`src/design/adcs_defines.svh`:
```
`ifndef ADCS_DEFINES_SVH
`define ADCS_DEFINES_SVH
// How it works
// Two result bits per clock, six clocks.
// Pair config bit: 0 single-ended, 1 differential.
// Differential: even to plus, odd to minus.
// Result is 12 bits shifted left three.
// Slot offset subtracted, stored in slot result.
// Limits on raw, zero crossing on result.
// Sign comes from raw minus offset.
// Idle test writes run through processing path only while stop A is set or powered down.
// Test data supplied left-justified, without sign.
// Eight slots from list, disabled slots unused.
// Either pair member gives differential measurement.
// Sequential mode converts slots 0 to 7.
// Start bit or enabled sync edge starts.
// Scan ends at first disabled slot; event.
// Starts and syncs ignored during a scan.
// Stop halts scan and blocks new starts.
// Parallel: A slots 0-3, B 4-7.
// Simultaneous: lockstep, shared controls, joint end.
// Non-simultaneous: separate controls per converter.
// Non-simultaneous: each ends in own half.
// Non-simultaneous: each stop halts own converter.
// Non-simultaneous loops restart independently.
// Once mode ignores sync until re-armed.
// Loop restarts at once until stopped.
// In-progress flag spans start to end.
`define ADCS_RAW_W 12
`define ADCS_RES_W 16
`define ADCS_JUSTIFY 3
`define ADCS_BITS_PER_CLK 2
`define ADCS_CONV_CLKS (`ADCS_RAW_W / `ADCS_BITS_PER_CLK)
`define ADCS_SAMPLE_CLKS 1
`define ADCS_SLOTS 8
`define ADCS_HALF_SLOTS 4
`define ADCS_SCAN_MODE_FIELD_PAR_BIT 2
`define ADCS_STATE_RST '0
`define ADCS_ARMED_RST 2'h3
`endif

```
`src/design/adcs_pkg.sv`:
```
package adcs_pkg;
  `include "adcs_defines.svh"

  typedef enum logic [1:0] {
    ADCS_CV_IDLE = 2'b00,
    ADCS_CV_SAMPLE = 2'b01,
    ADCS_CV_RESOLVE = 2'b10
  } adcs_cv_state_t;

  typedef enum logic [1:0] {
    ADCS_REP_ONCE = 2'b00,
    ADCS_REP_TRIG = 2'b01,
    ADCS_REP_LOOP = 2'b10
  } adcs_rep_t;

  typedef struct packed {
    logic sample;
    logic resolve;
    logic [2:0] plus_sel;
    logic [2:0] minus_sel;
    logic minus_refl;
  } adcs_core_t;

  typedef struct packed {
    adcs_cv_state_t st;
    logic [2:0] cnt;
    logic [`ADCS_RAW_W-1:0] acc;
    logic done;
    logic [`ADCS_RAW_W-1:0] raw;
    adcs_core_t core;
  } adcs_cv_t;

  typedef struct packed {
    logic [1:0] scanning;
    logic [1:0][2:0] slot;
    logic [1:0] go;
    logic [1:0] armed;
    logic [1:0] sync_prev;
    logic [1:0] eos;
    logic limit_ev;
    logic zc_ev;
    logic [`ADCS_SLOTS-1:0][`ADCS_RES_W-1:0] result;
  } adcs_state_t;
endpackage

```
`src/design/adcs_conv.sv`:
```
`timescale 1ns/1ps
`include "adcs_defines.svh"
module adcs_conv
  import adcs_pkg::*;
#(
  parameter int RAW_W = `ADCS_RAW_W
) (
  input wire logic i_clk_sys,
  input wire logic i_rstn,
  input wire logic i_ce,
  input wire logic i_go,
  input wire logic i_abort,
  input wire logic [2:0] i_sel,
  input wire logic [3:0] i_pair_cfg,
  input wire logic [1:0] i_bits,
  output adcs_core_t o_core,
  output logic o_done,
  output logic [`ADCS_RAW_W-1:0] o_raw
);
  if (RAW_W != `ADCS_RAW_W || (RAW_W % `ADCS_BITS_PER_CLK) != 0) begin : g_chk
    $error("adcs_conv: unsupported raw width");
  end

  adcs_cv_t q;
  adcs_cv_t d;
  logic diff;

  always_comb begin
    d = q;
    d.done = 1'b0;
    diff = i_pair_cfg[i_sel[2:1]];
    case (q.st)
      ADCS_CV_IDLE: begin
        if (i_go) begin
          d.core.plus_sel = diff ? {i_sel[2:1], 1'b0} : i_sel;
          d.core.minus_sel = {i_sel[2:1], 1'b1};
          d.core.minus_refl = ~diff;
          d.core.sample = 1'b1;
          d.cnt = 3'(`ADCS_SAMPLE_CLKS - 1);
          d.st = ADCS_CV_SAMPLE;
        end
      end
      ADCS_CV_SAMPLE: begin
        if (q.cnt == 3'h0) begin
          d.core.sample = 1'b0;
          d.core.resolve = 1'b1;
          d.acc = '0;
          d.cnt = 3'(`ADCS_CONV_CLKS - 1);
          d.st = ADCS_CV_RESOLVE;
        end else begin
          d.cnt = 3'(q.cnt - 3'h1);
        end
      end
      ADCS_CV_RESOLVE: begin
        d.acc = {q.acc[RAW_W-3:0], i_bits};
        if (q.cnt == 3'h0) begin
          d.raw = {q.acc[RAW_W-3:0], i_bits};
          d.done = 1'b1;
          d.core.resolve = 1'b0;
          d.st = ADCS_CV_IDLE;
        end else begin
          d.cnt = 3'(q.cnt - 3'h1);
        end
      end
      default: begin
        d.st = ADCS_CV_IDLE;
      end
    endcase
    if (i_abort) begin
      d.st = ADCS_CV_IDLE;
      d.core.sample = 1'b0;
      d.core.resolve = 1'b0;
      d.done = 1'b0;
    end
  end

  always_ff @(posedge i_clk_sys) begin
    if (!i_rstn) begin
      q <= `ADCS_STATE_RST;
    end else if (i_ce) begin
      q <= d;
    end
  end

  assign o_core = q.core;
  assign o_done = q.done;
  assign o_raw = q.raw;
endmodule

```
`src/design/adcs_top.sv`:
```
`timescale 1ns/1ps
`include "adcs_defines.svh"
module adcs_top
  import adcs_pkg::*;
#(
  parameter int SLOTS = `ADCS_SLOTS
) (
  input wire logic i_clk_sys,
  input wire logic i_rstn,
  input wire logic i_ce,
  input wire logic [2:0] i_scan_mode_field,
  input wire logic i_simultaneous_select,
  input wire logic [3:0] i_pair_config_field,
  input wire logic i_start_bit_a,
  input wire logic i_start_bit_b,
  input wire logic i_stop_bit_a,
  input wire logic i_stop_bit_b,
  input wire logic i_sync_en_a,
  input wire logic i_sync_en_b,
  input wire logic i_sync_a,
  input wire logic i_sync_b,
  input wire logic i_end_of_scan_irq_en_a,
  input wire logic i_end_of_scan_irq_en_b,
  input wire logic i_control_one_wr,
  input wire logic i_control_two_wr,
  input wire logic [`ADCS_SLOTS*3-1:0] i_slot_list,
  input wire logic [`ADCS_SLOTS-1:0] i_slot_disable_reg,
  input wire logic [`ADCS_SLOTS-1:0][`ADCS_RES_W-1:0] i_offset_reg,
  input wire logic [`ADCS_RES_W-1:0] i_limit_low,
  input wire logic [`ADCS_RES_W-1:0] i_limit_high,
  input wire logic i_limit_irq_en,
  input wire logic i_zero_cross_irq_en,
  input wire logic i_powered_down,
  input wire logic i_test_wr,
  input wire logic [2:0] i_test_slot,
  input wire logic [`ADCS_RES_W-1:0] i_test_data,
  input wire logic [1:0] i_core_bits_a,
  input wire logic [1:0] i_core_bits_b,
  output adcs_core_t o_core_a,
  output adcs_core_t o_core_b,
  output logic o_in_progress_a,
  output logic o_in_progress_b,
  output logic o_end_of_scan_irq_a,
  output logic o_end_of_scan_irq_b,
  output logic o_limit_irq,
  output logic o_zero_cross_irq,
  output logic [`ADCS_SLOTS-1:0][`ADCS_RES_W-1:0] o_result_reg
);
  if (SLOTS != `ADCS_SLOTS) begin : g_chk
    $error("adcs_top: slot count must be eight");
  end

  adcs_state_t q;
  adcs_state_t d;
  logic par;
  logic simultaneous_select;
  logic indep;
  adcs_rep_t rep;
  logic [1:0] use_cv;
  logic [1:0] start;
  logic [1:0] stop;
  logic [1:0] sync_edge;
  logic [1:0] rearm;
  logic [1:0] eos_en;
  logic [1:0] trig;
  logic [1:0] empty;
  logic [1:0] at_end;
  logic [1:0] fin;
  logic [1:0][2:0] base;
  logic [1:0][2:0] last;
  logic [1:0][2:0] nxt;
  logic [1:0][2:0] sel;
  logic [1:0] abort;
  logic [1:0] cv_done;
  logic [1:0][`ADCS_RAW_W-1:0] cv_raw;
  logic [2:0] pv;
  logic [2:0][2:0] pslot;
  logic [2:0][`ADCS_RES_W-1:0] praw;
  logic [`ADCS_RES_W-1:0] res;

  always_comb begin
    par = i_scan_mode_field[`ADCS_SCAN_MODE_FIELD_PAR_BIT];
    rep = adcs_rep_t'(i_scan_mode_field[1:0]);
    simultaneous_select = par & i_simultaneous_select;
    indep = par & ~i_simultaneous_select;
    use_cv = {par, 1'b1};
    start[0] = i_start_bit_a;
    start[1] = indep ? i_start_bit_b : i_start_bit_a;
    stop[0] = i_stop_bit_a;
    stop[1] = indep ? i_stop_bit_b : i_stop_bit_a;
    sync_edge[0] = i_sync_en_a & i_sync_a & ~q.sync_prev[0];
    sync_edge[1] = indep ? (i_sync_en_b & i_sync_b & ~q.sync_prev[1]) : sync_edge[0];
    rearm[0] = i_control_one_wr;
    rearm[1] = indep ? i_control_two_wr : i_control_one_wr;
    eos_en[0] = i_end_of_scan_irq_en_a;
    eos_en[1] = indep & i_end_of_scan_irq_en_b;
    base[0] = 3'h0;
    base[1] = 3'h4;
    last[0] = par ? 3'h3 : 3'h7;
    last[1] = 3'h7;
    for (int c = 0; c < 2; c++) begin
      nxt[c] = 3'(q.slot[c] + 3'h1);
      at_end[c] = (q.slot[c] == last[c]) | i_slot_disable_reg[nxt[c]];
      trig[c] = use_cv[c] & ~q.scanning[c] & ~stop[c]
        & (start[c] | (sync_edge[c] & (q.armed[c] | rep != ADCS_REP_ONCE)));
      abort[c] = q.scanning[c] & stop[c];
      sel[c] = par ? {c[0], i_slot_list[q.slot[c]*3 +: 2]} : i_slot_list[q.slot[c]*3 +: 3];
    end
    empty[0] = simultaneous_select ? (i_slot_disable_reg[0] | i_slot_disable_reg[4]) : i_slot_disable_reg[0];
    empty[1] = simultaneous_select ? empty[0] : i_slot_disable_reg[4];
    fin[0] = simultaneous_select ? (at_end[0] | at_end[1]) : at_end[0];
    fin[1] = simultaneous_select ? fin[0] : at_end[1];
  end

  always_comb begin
    pv = {i_test_wr & ~|q.scanning & (i_stop_bit_a | i_powered_down),
          cv_done[1] & q.scanning[1] & ~abort[1], cv_done[0] & q.scanning[0] & ~abort[0]};
    pslot = {i_test_slot, q.slot[1], q.slot[0]};
    praw[0] = {1'b0, cv_raw[0], 3'h0};
    praw[1] = {1'b0, cv_raw[1], 3'h0};
    praw[2] = {1'b0, i_test_data[14:3], 3'h0};
  end

  always_comb begin
    d = q;
    d.go = '0;
    d.eos = '0;
    d.limit_ev = 1'b0;
    d.zc_ev = 1'b0;
    res = '0;
    d.sync_prev = {i_sync_b, i_sync_a};
    for (int k = 0; k < 3; k++) begin
      if (pv[k]) begin
        res = 16'(praw[k] - i_offset_reg[pslot[k]]);
        d.result[pslot[k]] = res;
        if (i_limit_irq_en && ($signed(praw[k]) > $signed(i_limit_high)
            || $signed(praw[k]) < $signed(i_limit_low))) begin
          d.limit_ev = 1'b1;
        end
        if (i_zero_cross_irq_en && (res[15] != q.result[pslot[k]][15])) begin
          d.zc_ev = 1'b1;
        end
      end
    end
    for (int c = 0; c < 2; c++) begin
      if (trig[c]) begin
        if (sync_edge[c] && !start[c] && rep == ADCS_REP_ONCE) begin
          d.armed[c] = 1'b0;
        end
        if (empty[c]) begin
          d.eos[c] = eos_en[c];
        end else begin
          d.scanning[c] = 1'b1;
          d.slot[c] = base[c];
          d.go[c] = 1'b1;
        end
      end else if (abort[c]) begin
        d.scanning[c] = 1'b0;
      end else if (!use_cv[c]) begin
        d.scanning[c] = 1'b0;
      end else if (q.scanning[c] && cv_done[c]) begin
        if (fin[c]) begin
          d.eos[c] = eos_en[c];
          if (rep == ADCS_REP_LOOP) begin
            d.slot[c] = base[c];
            d.go[c] = 1'b1;
          end else begin
            d.scanning[c] = 1'b0;
          end
        end else begin
          d.slot[c] = nxt[c];
          d.go[c] = 1'b1;
        end
      end
      if (rearm[c]) begin
        d.armed[c] = 1'b1;
      end
    end
  end

  always_ff @(posedge i_clk_sys) begin
    if (!i_rstn) begin
      q <= `ADCS_STATE_RST;
      q.armed <= `ADCS_ARMED_RST;
    end else if (i_ce) begin
      q <= d;
    end
  end

  adcs_conv #(
    .RAW_W(`ADCS_RAW_W)
  ) u_conv_a (
    .i_clk_sys(i_clk_sys),
    .i_rstn(i_rstn),
    .i_ce(i_ce),
    .i_go(q.go[0]),
    .i_abort(abort[0]),
    .i_sel(sel[0]),
    .i_pair_cfg(i_pair_config_field),
    .i_bits(i_core_bits_a),
    .o_core(o_core_a),
    .o_done(cv_done[0]),
    .o_raw(cv_raw[0])
  );

  adcs_conv #(
    .RAW_W(`ADCS_RAW_W)
  ) u_conv_b (
    .i_clk_sys(i_clk_sys),
    .i_rstn(i_rstn),
    .i_ce(i_ce),
    .i_go(q.go[1]),
    .i_abort(abort[1]),
    .i_sel(sel[1]),
    .i_pair_cfg(i_pair_config_field),
    .i_bits(i_core_bits_b),
    .o_core(o_core_b),
    .o_done(cv_done[1]),
    .o_raw(cv_raw[1])
  );

  assign o_in_progress_a = q.scanning[0];
  assign o_in_progress_b = q.scanning[1];
  assign o_end_of_scan_irq_a = q.eos[0];
  assign o_end_of_scan_irq_b = q.eos[1];
  assign o_limit_irq = q.limit_ev;
  assign o_zero_cross_irq = q.zc_ev;
  assign o_result_reg = q.result;
endmodule

```
`config.mk`:
```
export PLATFORM = sky130hd
export DESIGN_NAME = adcs_top
export DESIGN_NICKNAME = d
export VERILOG_FILES = /design/src/design/adcs_pkg.sv /design/src/design/adcs_conv.sv /design/src/design/adcs_top.sv
export VERILOG_INCLUDE_DIRS = /design/src /design/src/design
export SDC_FILE = /design/constraint.sdc
export NUM_CORES = 1
export LEC_CHECK = 0
export ABC_CLOCK_PERIOD_IN_PS = 5500
export BUFFER_PORTS_ARGS = -buffer_cell sky130_fd_sc_hd__buf_2
export CAP_MARGIN = 30
export CORE_MARGIN = 3
export CORE_UTILIZATION = 58
export CTS_CLUSTER_SIZE = 14
export DETAILED_ROUTE_END_ITERATION = 8
export PLACE_DENSITY_LB_ADDON = 0.2
export SKIP_LAST_GASP = 1
export SLEW_MARGIN = 15
export SYNTH_ARGS = -nofsm -noshare
export SYNTH_HDL_FRONTEND = slang
export SYNTH_HIERARCHICAL = 1
export SYNTH_SLANG_ARGS = --single-unit
export TNS_END_PERCENT = 10
```
`constraint.sdc`:
```
create_clock -name i_clk_sys -period 5.5 [get_ports i_clk_sys]
set_input_delay 0.275 -clock i_clk_sys [delete_from_list [all_inputs] [get_ports i_clk_sys]]
set_output_delay 0.275 -clock i_clk_sys [all_outputs]
set_load 0.02 [all_outputs]
```
==> results of run 1 <==
## worst reg2reg max path: stages (launching register included)
cell and delay, ps:
dfxtp_2 550, clkinv_1 430, nor2_1 560, a22oi_1 150, and4_1 210, ha_1 330
a21oi_1 260, nor2_1 80, a211oi_1 410, a211oi_2 170, or2_2 340, xnor2_1 730
a221oi_1 210
## layout by cell type, fill, tap and decap left out, types with 54 or more instances in the layout
cell type	instances
ha_1	129
nand2_1	252
buf_2	387
o21ai_0	171
nand3_1	122
a211oi_1	84
buf_4	80
mux2i_1	65
nor2_1	206
inv_1	54
a21oi_1	203
dfxtp_1	212
## metal layers
layer  vias up  wire (µm)
li1       9985          -
met1     10785      30500
met2      1897      36300
met3       423      11800
met4         6       5250
met5         -         44
## power groups by stage
| stage | clock, mW | sequential (mW) | combinational [mW] |
|---|---|---|---|
| floorplan | 0 | 1.67 | 0.766 |
| global placement | 0 | 1.68 | 1.14 |
| detailed placement | 0 | 1.69 | 1.17 |
| global route | 2.00 | 1.66 | 1.30 |
| finish | 1.94 | 1.65 | 1.23 |
| CTS | 1.93 | 1.65 | 1.18 |
## synth_stat cells, types with 11 or more instances
| master | instances |
|---|---|
| a22o_1 | 14 |
| buf_4 | 176 |
| nand4_1 | 20 |
| nand2b_1 | 12 |
| nor3_1 | 55 |
| a211oi_1 | 84 |
| nor2b_1 | 27 |
| o221ai_1 | 17 |
| o31ai_1 | 14 |
| buf_2 | 19 |
| inv_1 | 54 |
| o21ai_0 | 171 |
| dfxtp_1 | 216 |
| a21boi_0 | 25 |
| xor2_1 | 11 |
| nor2_1 | 207 |
| o22ai_1 | 16 |
| mux4_2 | 49 |
| ha_1 | 129 |
| a22oi_1 | 52 |
| a311oi_1 | 15 |
| a21oi_1 | 203 |
| clkbuf_1 | 129 |
| mux2_2 | 21 |
| o21a_1 | 11 |
| and3_1 | 24 |
| a31oi_1 | 38 |
| nand3_1 | 122 |
| buf_1 | 19 |
| nand2_1 | 252 |
| a221o_1 | 17 |
| o211ai_1 | 32 |
| and4_1 | 13 |
| xnor2_1 | 21 |
| a21o_1 | 39 |
| o311ai_0 | 11 |
| mux2i_1 | 65 |
| and2_1 | 14 |
| a221oi_1 | 53 |
## stage by stage
stage | setup WS (ps) | instances | util
3_5_place_dp | 967 | 3181 | 0.630
2_1_floorplan | 1090 | 2616 | -
3_3_place_gp | 1040 | 3179 | 0.629
4_1_cts | 952 | 3232 | 0.659
5_1_grt | 596 | 3235 | 0.660
6_report | 897 | 3235 | 0.660
## logic make-up (layout without fill, tap and decap cells)
logic type               Yosys count  after routing  synth area share
AO/OA/AOI/OAI                    896            896             0.298
XOR/XNOR                          34             34            0.0157
adder cells (fa/ha/maj)          129            129            0.0795
buffers and inverters            406            576             0.110
flip-flops                       216            216             0.213
multiplexers                     136            136            0.0991
other                              0              1                 0
AND/OR/NAND/NOR                  799            799             0.184
## how the worst min path moves through the flow
stage / from / endpoint / slack, ps / depth (start not counted)
2_1_floorplan: i_control_one_wr / q[134] / 400 / 2
3_3_place_gp: u_conv_a/q[35] / u_conv_a/q[35] / 450 / 2
4_1_cts: i_end_of_scan_irq_en_b / o_end_of_scan_irq_b / 2 / 3
6_report: i_end_of_scan_irq_en_b / o_end_of_scan_irq_b / 3 / 3
3_5_place_dp: u_conv_b/q[35] / u_conv_b/q[35] / 450 / 2
5_1_grt: i_core_bits_a[0] / u_conv_a/q[22] / 10 / 3
## final cells by class
cell class,instances,area (µm²)
multi-input combinational,1994,13800
fill,3047,11600
sequential,216,4330
timing repair buffer,475,2620
clock buffer,32,712
tap,448,561
clock inverter,13,238
inverter,56,210
antenna,1,2.50
==> impl_metrics.ini, run 1 <==
[yosys]
yosys.area.top_type = dfxtp_1
ys.flop_type = dfxtp_1
syn_avg_cell_area_um2 = 7.76
async_flop_share = 0
synth_cell_types = 95
syn-num-nets = 2987
synth.cell_area_um2 = 20300
synth_top_area_frac = 0.213
synth-warning-count = 6
synth_edf_count = 0
synthCells = 2616
yosys-top-cells-area = dfxtp_1 (21%), ha_1 (7.9%), buf_4 (6.5%), mux4_2 (5.4%), a21oi_1 (5.0%)
synth.ff_latch_count = 216
yosysSeqAreaShare = 0.213

[global_routing]
met2_usage = 0.667
grt_pass1_vias = 21591
use_met3 = 0.0985
grt_pass1_wl_um = 125000
antenna_found_initial = 4
grt_max_degree = 82
grt_busiest_layer = met2
grt_usage = 0.430
grtUsageMet1 = 0.557
overflow = 0

[layout]
drive_gt1_frac = 0.226
largest_reg_flops = 128
syn_to_final_growth_pct = 10.6
nets = 3139
finalInstanceArea_um2 = 22500

[floorplan]
die_w_um = 193
initial_utilization = 0.597
rows = 67
die_area_um2 = 37300
fp.dieH_um = 193
ios = 394
core_area_um2 = 34000

[critical_path]
crit_required_ps = 5890
cp_max_fo = 16
end_kind = flop
cp_data_arrival_time_ps = 4990
cp_slowest_cell = xnor2_1
crit_path_start = pslot[2]
crit_path_start_kind = flop
path_class = reg2reg
critPathBufInv = 1
worst-r2r-cell-count = 12
endpoint = o_result_reg[59]
crit_chain = clkinv_1, nor2_1, a22oi_1, and4_1, ha_1, a21oi_1, nor2_1, a211oi_1, a211oi_2, or2_2, xnor2_1, a221oi_1
crit_cells = 12
timing.rr.end = o_result_reg[59]
slowest_delay_ps = 730
reg2reg_slack_ps = 900
crit_family = compound AO/OA/AOI/OAI gates
cpMostUsedCell = nor2_1
r2r-start = pslot[2]

[clock_tree]
post_cts_buffers = 0
worst_skew_pair.late_latency_ps = 560
cts_root_buf = clkbuf_16
cts_tree = yes
hold_buffers = 6
cts_resized = 0
numCtsBuffers = 25
clkSinkCount = 216
clk_pin_slew_ps = 60
max-clock-path-buffers = 3
htreeDepth = 1

[routing]
drc_errors = 1
drtIter0Drc = 3445
dr.pass1.iters = 9
wire_per_inst_um = 25.9
ant_nets = 0
route.vias.total = 23096
vias_per_cell = 7.14
routed_wl_um = 83900

[timing]
rsz0062_at_grt = no
drv_slew = 0
period_minus_slack_ps = 4600
worst_slew_pin_slew_ps = 1080
finClkSkew_ps = 10.2
finalCritPeriodShare = 0.837
setup-violations-final = 0
maxSlewHeadroom = 0.272
fmax_ghz = 0.217
hold_viol = 0
setup_tns_ps = 0
holdWs_ps = 3.20

[run_status]
status = finished, violations left
violations = DRC

[power_and_ir_drop]
leakage_nw = 9.41
switching_share = 0.328
p_clk_frac = 0.401
intPower_mw = 3.24
comb_power_share = 0.255
peakVddDrop_v = 0.000231
power.density_nw_per_um2 = 215
p_sw_mw = 1.58
p_total_mw = 4.82
seqPwrFrac = 0.343

[worst_hold_path]
hold_class = in2reg

[placed_design]
gp_congestion = 1.07
io_buffers = 389
dpl_cell_area_um2 = 21400
hpwl_um = 63200

[job]
drv_cap = 0
No activity file was read; power rests on OpenSTA's default activity.
==> run 2, diff against run 1 <==
Settings changed: ABC_CLOCK_PERIOD_IN_PS 5500 to 4140, CORE_UTILIZATION 58 to 52.
Clock period 5.5 ns to 4.14 ns, I/O delays scaled along.
==> run 2 against run 1 <==
Against the previous run: critical path depth is 4 higher; first-iteration DRC count is 17% lower; core utilization is 4.4 points lower; via count is 0.70% lower; clock power is 32% higher; maximum frequency is 12% higher; the run now ends clean; non-clock buffer count is 106 higher; sequential share of layout area is 0.82 points lower; flip-flop and latch count stayed put; register-to-register slack worse by 880 ps; hold slack better by 68 ps; clock skew is 3.4 ps higher; highest routed layer unchanged.
==> impl_metrics.ini, run 2 (synthesized netlist as in run 1, its figures left out) <==
[routing]
routed_wl_um = 88200
vias_per_cell = 6.73
route.vias.total = 22934
dr.pass1.iters = 6
drc_errors = 0
wire_per_inst_um = 25.9
ant_nets = 0
drtIter0Drc = 2875

[timing]
fmax_ghz = 0.242
holdWs_ps = 71.6
maxSlewHeadroom = 0.327
finalCritPeriodShare = 0.996
setup_tns_ps = 0
finClkSkew_ps = 13.7
drv_slew = 0
setup-violations-final = 0
hold_viol = 0
rsz0062_at_grt = yes
worst_slew_pin_slew_ps = 1000
period_minus_slack_ps = 4120

[critical_path]
path_class = reg2reg
end_kind = flop
cp_data_arrival_time_ps = 4600
crit_chain = buf_4, mux2i_1, nor2_1, a21oi_1, a21oi_1, a21oi_1, ha_1, a21oi_1, o21ai_0, o41ai_2, o21ai_0, xor2_1, nor2_1, buf_4, nand2_1, and3_1
crit_path_start_kind = flop
cpMostUsedCell = a21oi_1
slowest_delay_ps = 620
cp_max_fo = 16
crit_family = compound AO/OA/AOI/OAI gates
crit_required_ps = 4610
cp_slowest_cell = dfxtp_2
critPathBufInv = 2

[layout]
finalInstanceArea_um2 = 23500
final_common_cell = buf_2
largest_reg_flops = 128
nFillCells = 3467
n_antenna_cell = 0
nets = 3247
multiInputGateArea_um2 = 13800
seqCellArea_um2 = 4330
final_cell_mix = buf_2 (388), nand2_1 (252), dfxtp_1 (212)
syn_to_final_growth_pct = 15.6
drive_gt1_frac = 0.254

[floorplan]
initial_utilization = 0.533
die_area_um2 = 41500
core_area_um2 = 38100
ios = 394
rows = 71
die_w_um = 204
fp.dieH_um = 204

[global_routing]
grt_pass1_vias = 21768
overflow = 0
grt_pass1_wl_um = 132000
grt_usage = 0.408
grt_max_degree = 154
antenna_found_initial = 3

[placed_design]
dpl_cell_area_um2 = 22300
gp_congestion = 1.00
io_buffers = 389
hpwl_um = 67900

[power_and_ir_drop]
peakVddDrop_v = 0.000256
leakage_nw = 9.96
p_total_mw = 6.52
power.density_nw_per_um2 = 278

[run_status]
status = complete, no violations

[clock_tree]
clkSinkCount = 216
worst_skew_pair.late_latency_ps = 580
htreeDepth = 1
cts_tree = yes
numCtsBuffers = 27
cts_root_buf = clkbuf_16
clk_pin_slew_ps = 60
max-clock-path-buffers = 3

[worst_hold_path]
hold_class = in2reg

[job]
drv_cap = 0
[run 2: changes by cell type in the layout (fill, tap and decap cells not counted), sizes merged]
cell | previous run | this run
bufinv | 6 | 3
inv | 56 | 58
clkbuf | 33 | 37
buf | 468 | 567
diode | 1 | 0
clkinvlp | 3 | 2
clkinv | 4 | 7
dlygate4sd3 | 6 | 13
[run 2: final timing paths]
check                                       startpoint                  to  slack (ps)  cells past startpoint
worst min register to register      u_conv_a/o_core[1]  u_conv_a/o_core[1]         460                      1
worst max-delay path                          pslot[5]    o_result_reg[14]          20                     16
worst max register to register                pslot[5]    o_result_reg[14]          20                     16
worst min-delay path            i_pair_config_field[2]  u_conv_b/o_core[0]          70                      3
[run 2: report_power, final]
| part | switching (mW) | internal, mW | total (mW) |
|---|---|---|---|
| Sequential | 0.0631 | 2.14 | 2.20 |
| Clock | 1.05 | 1.50 | 2.56 |
| Combinational | 1.10 | 0.670 | 1.77 |
[run 2: tightest hold or removal path: cells and delay by family]
family                 cells  cell delay (ps)
AO/OA/AOI/OAI              1               70
multiplexers               1              240
buffers and inverters      1               80
[run 2: per-layer routing]
metal / up-vias / global-route usage / routed length, µm
li1: 10221 / - / -
met1: 10880 / 0.535 / 34000
met2: 1559 / 0.653 / 39700
met3: 268 / 0.0891 / 10400
met4: 6 / 0.168 / 4040
met5: - / 0 / 45
[run 2: what timing repair did]
item	4_1_cts	5_1_grt
buffers inserted	0	1
endpoints found under the hold margin	16	0
setup endpoints to repair	0	50
gates resized for setup	0	4
hold buffers	13	0
[run 2: area by class of cell]
class / count / area share
Clock inverter: 14 / 0.00752
Clock buffer: 36 / 0.0328
Multi-Input combinational cell: 1994 / 0.589
Timing Repair Buffer: 581 / 0.150
Tap cell: 511 / 0.0272
Inverter: 56 / 0.00896
Sequential cell: 216 / 0.184
[run 2: per-stage QoR]
stage,instances,util,worst slack (ps)
floorplan,2616,-,-83.0
global placement,3340,0.585,157
detailed placement,3342,0.586,24.4
CTS,3405,0.615,17.1
global route,3408,0.616,-224
finish,3408,0.616,15.4
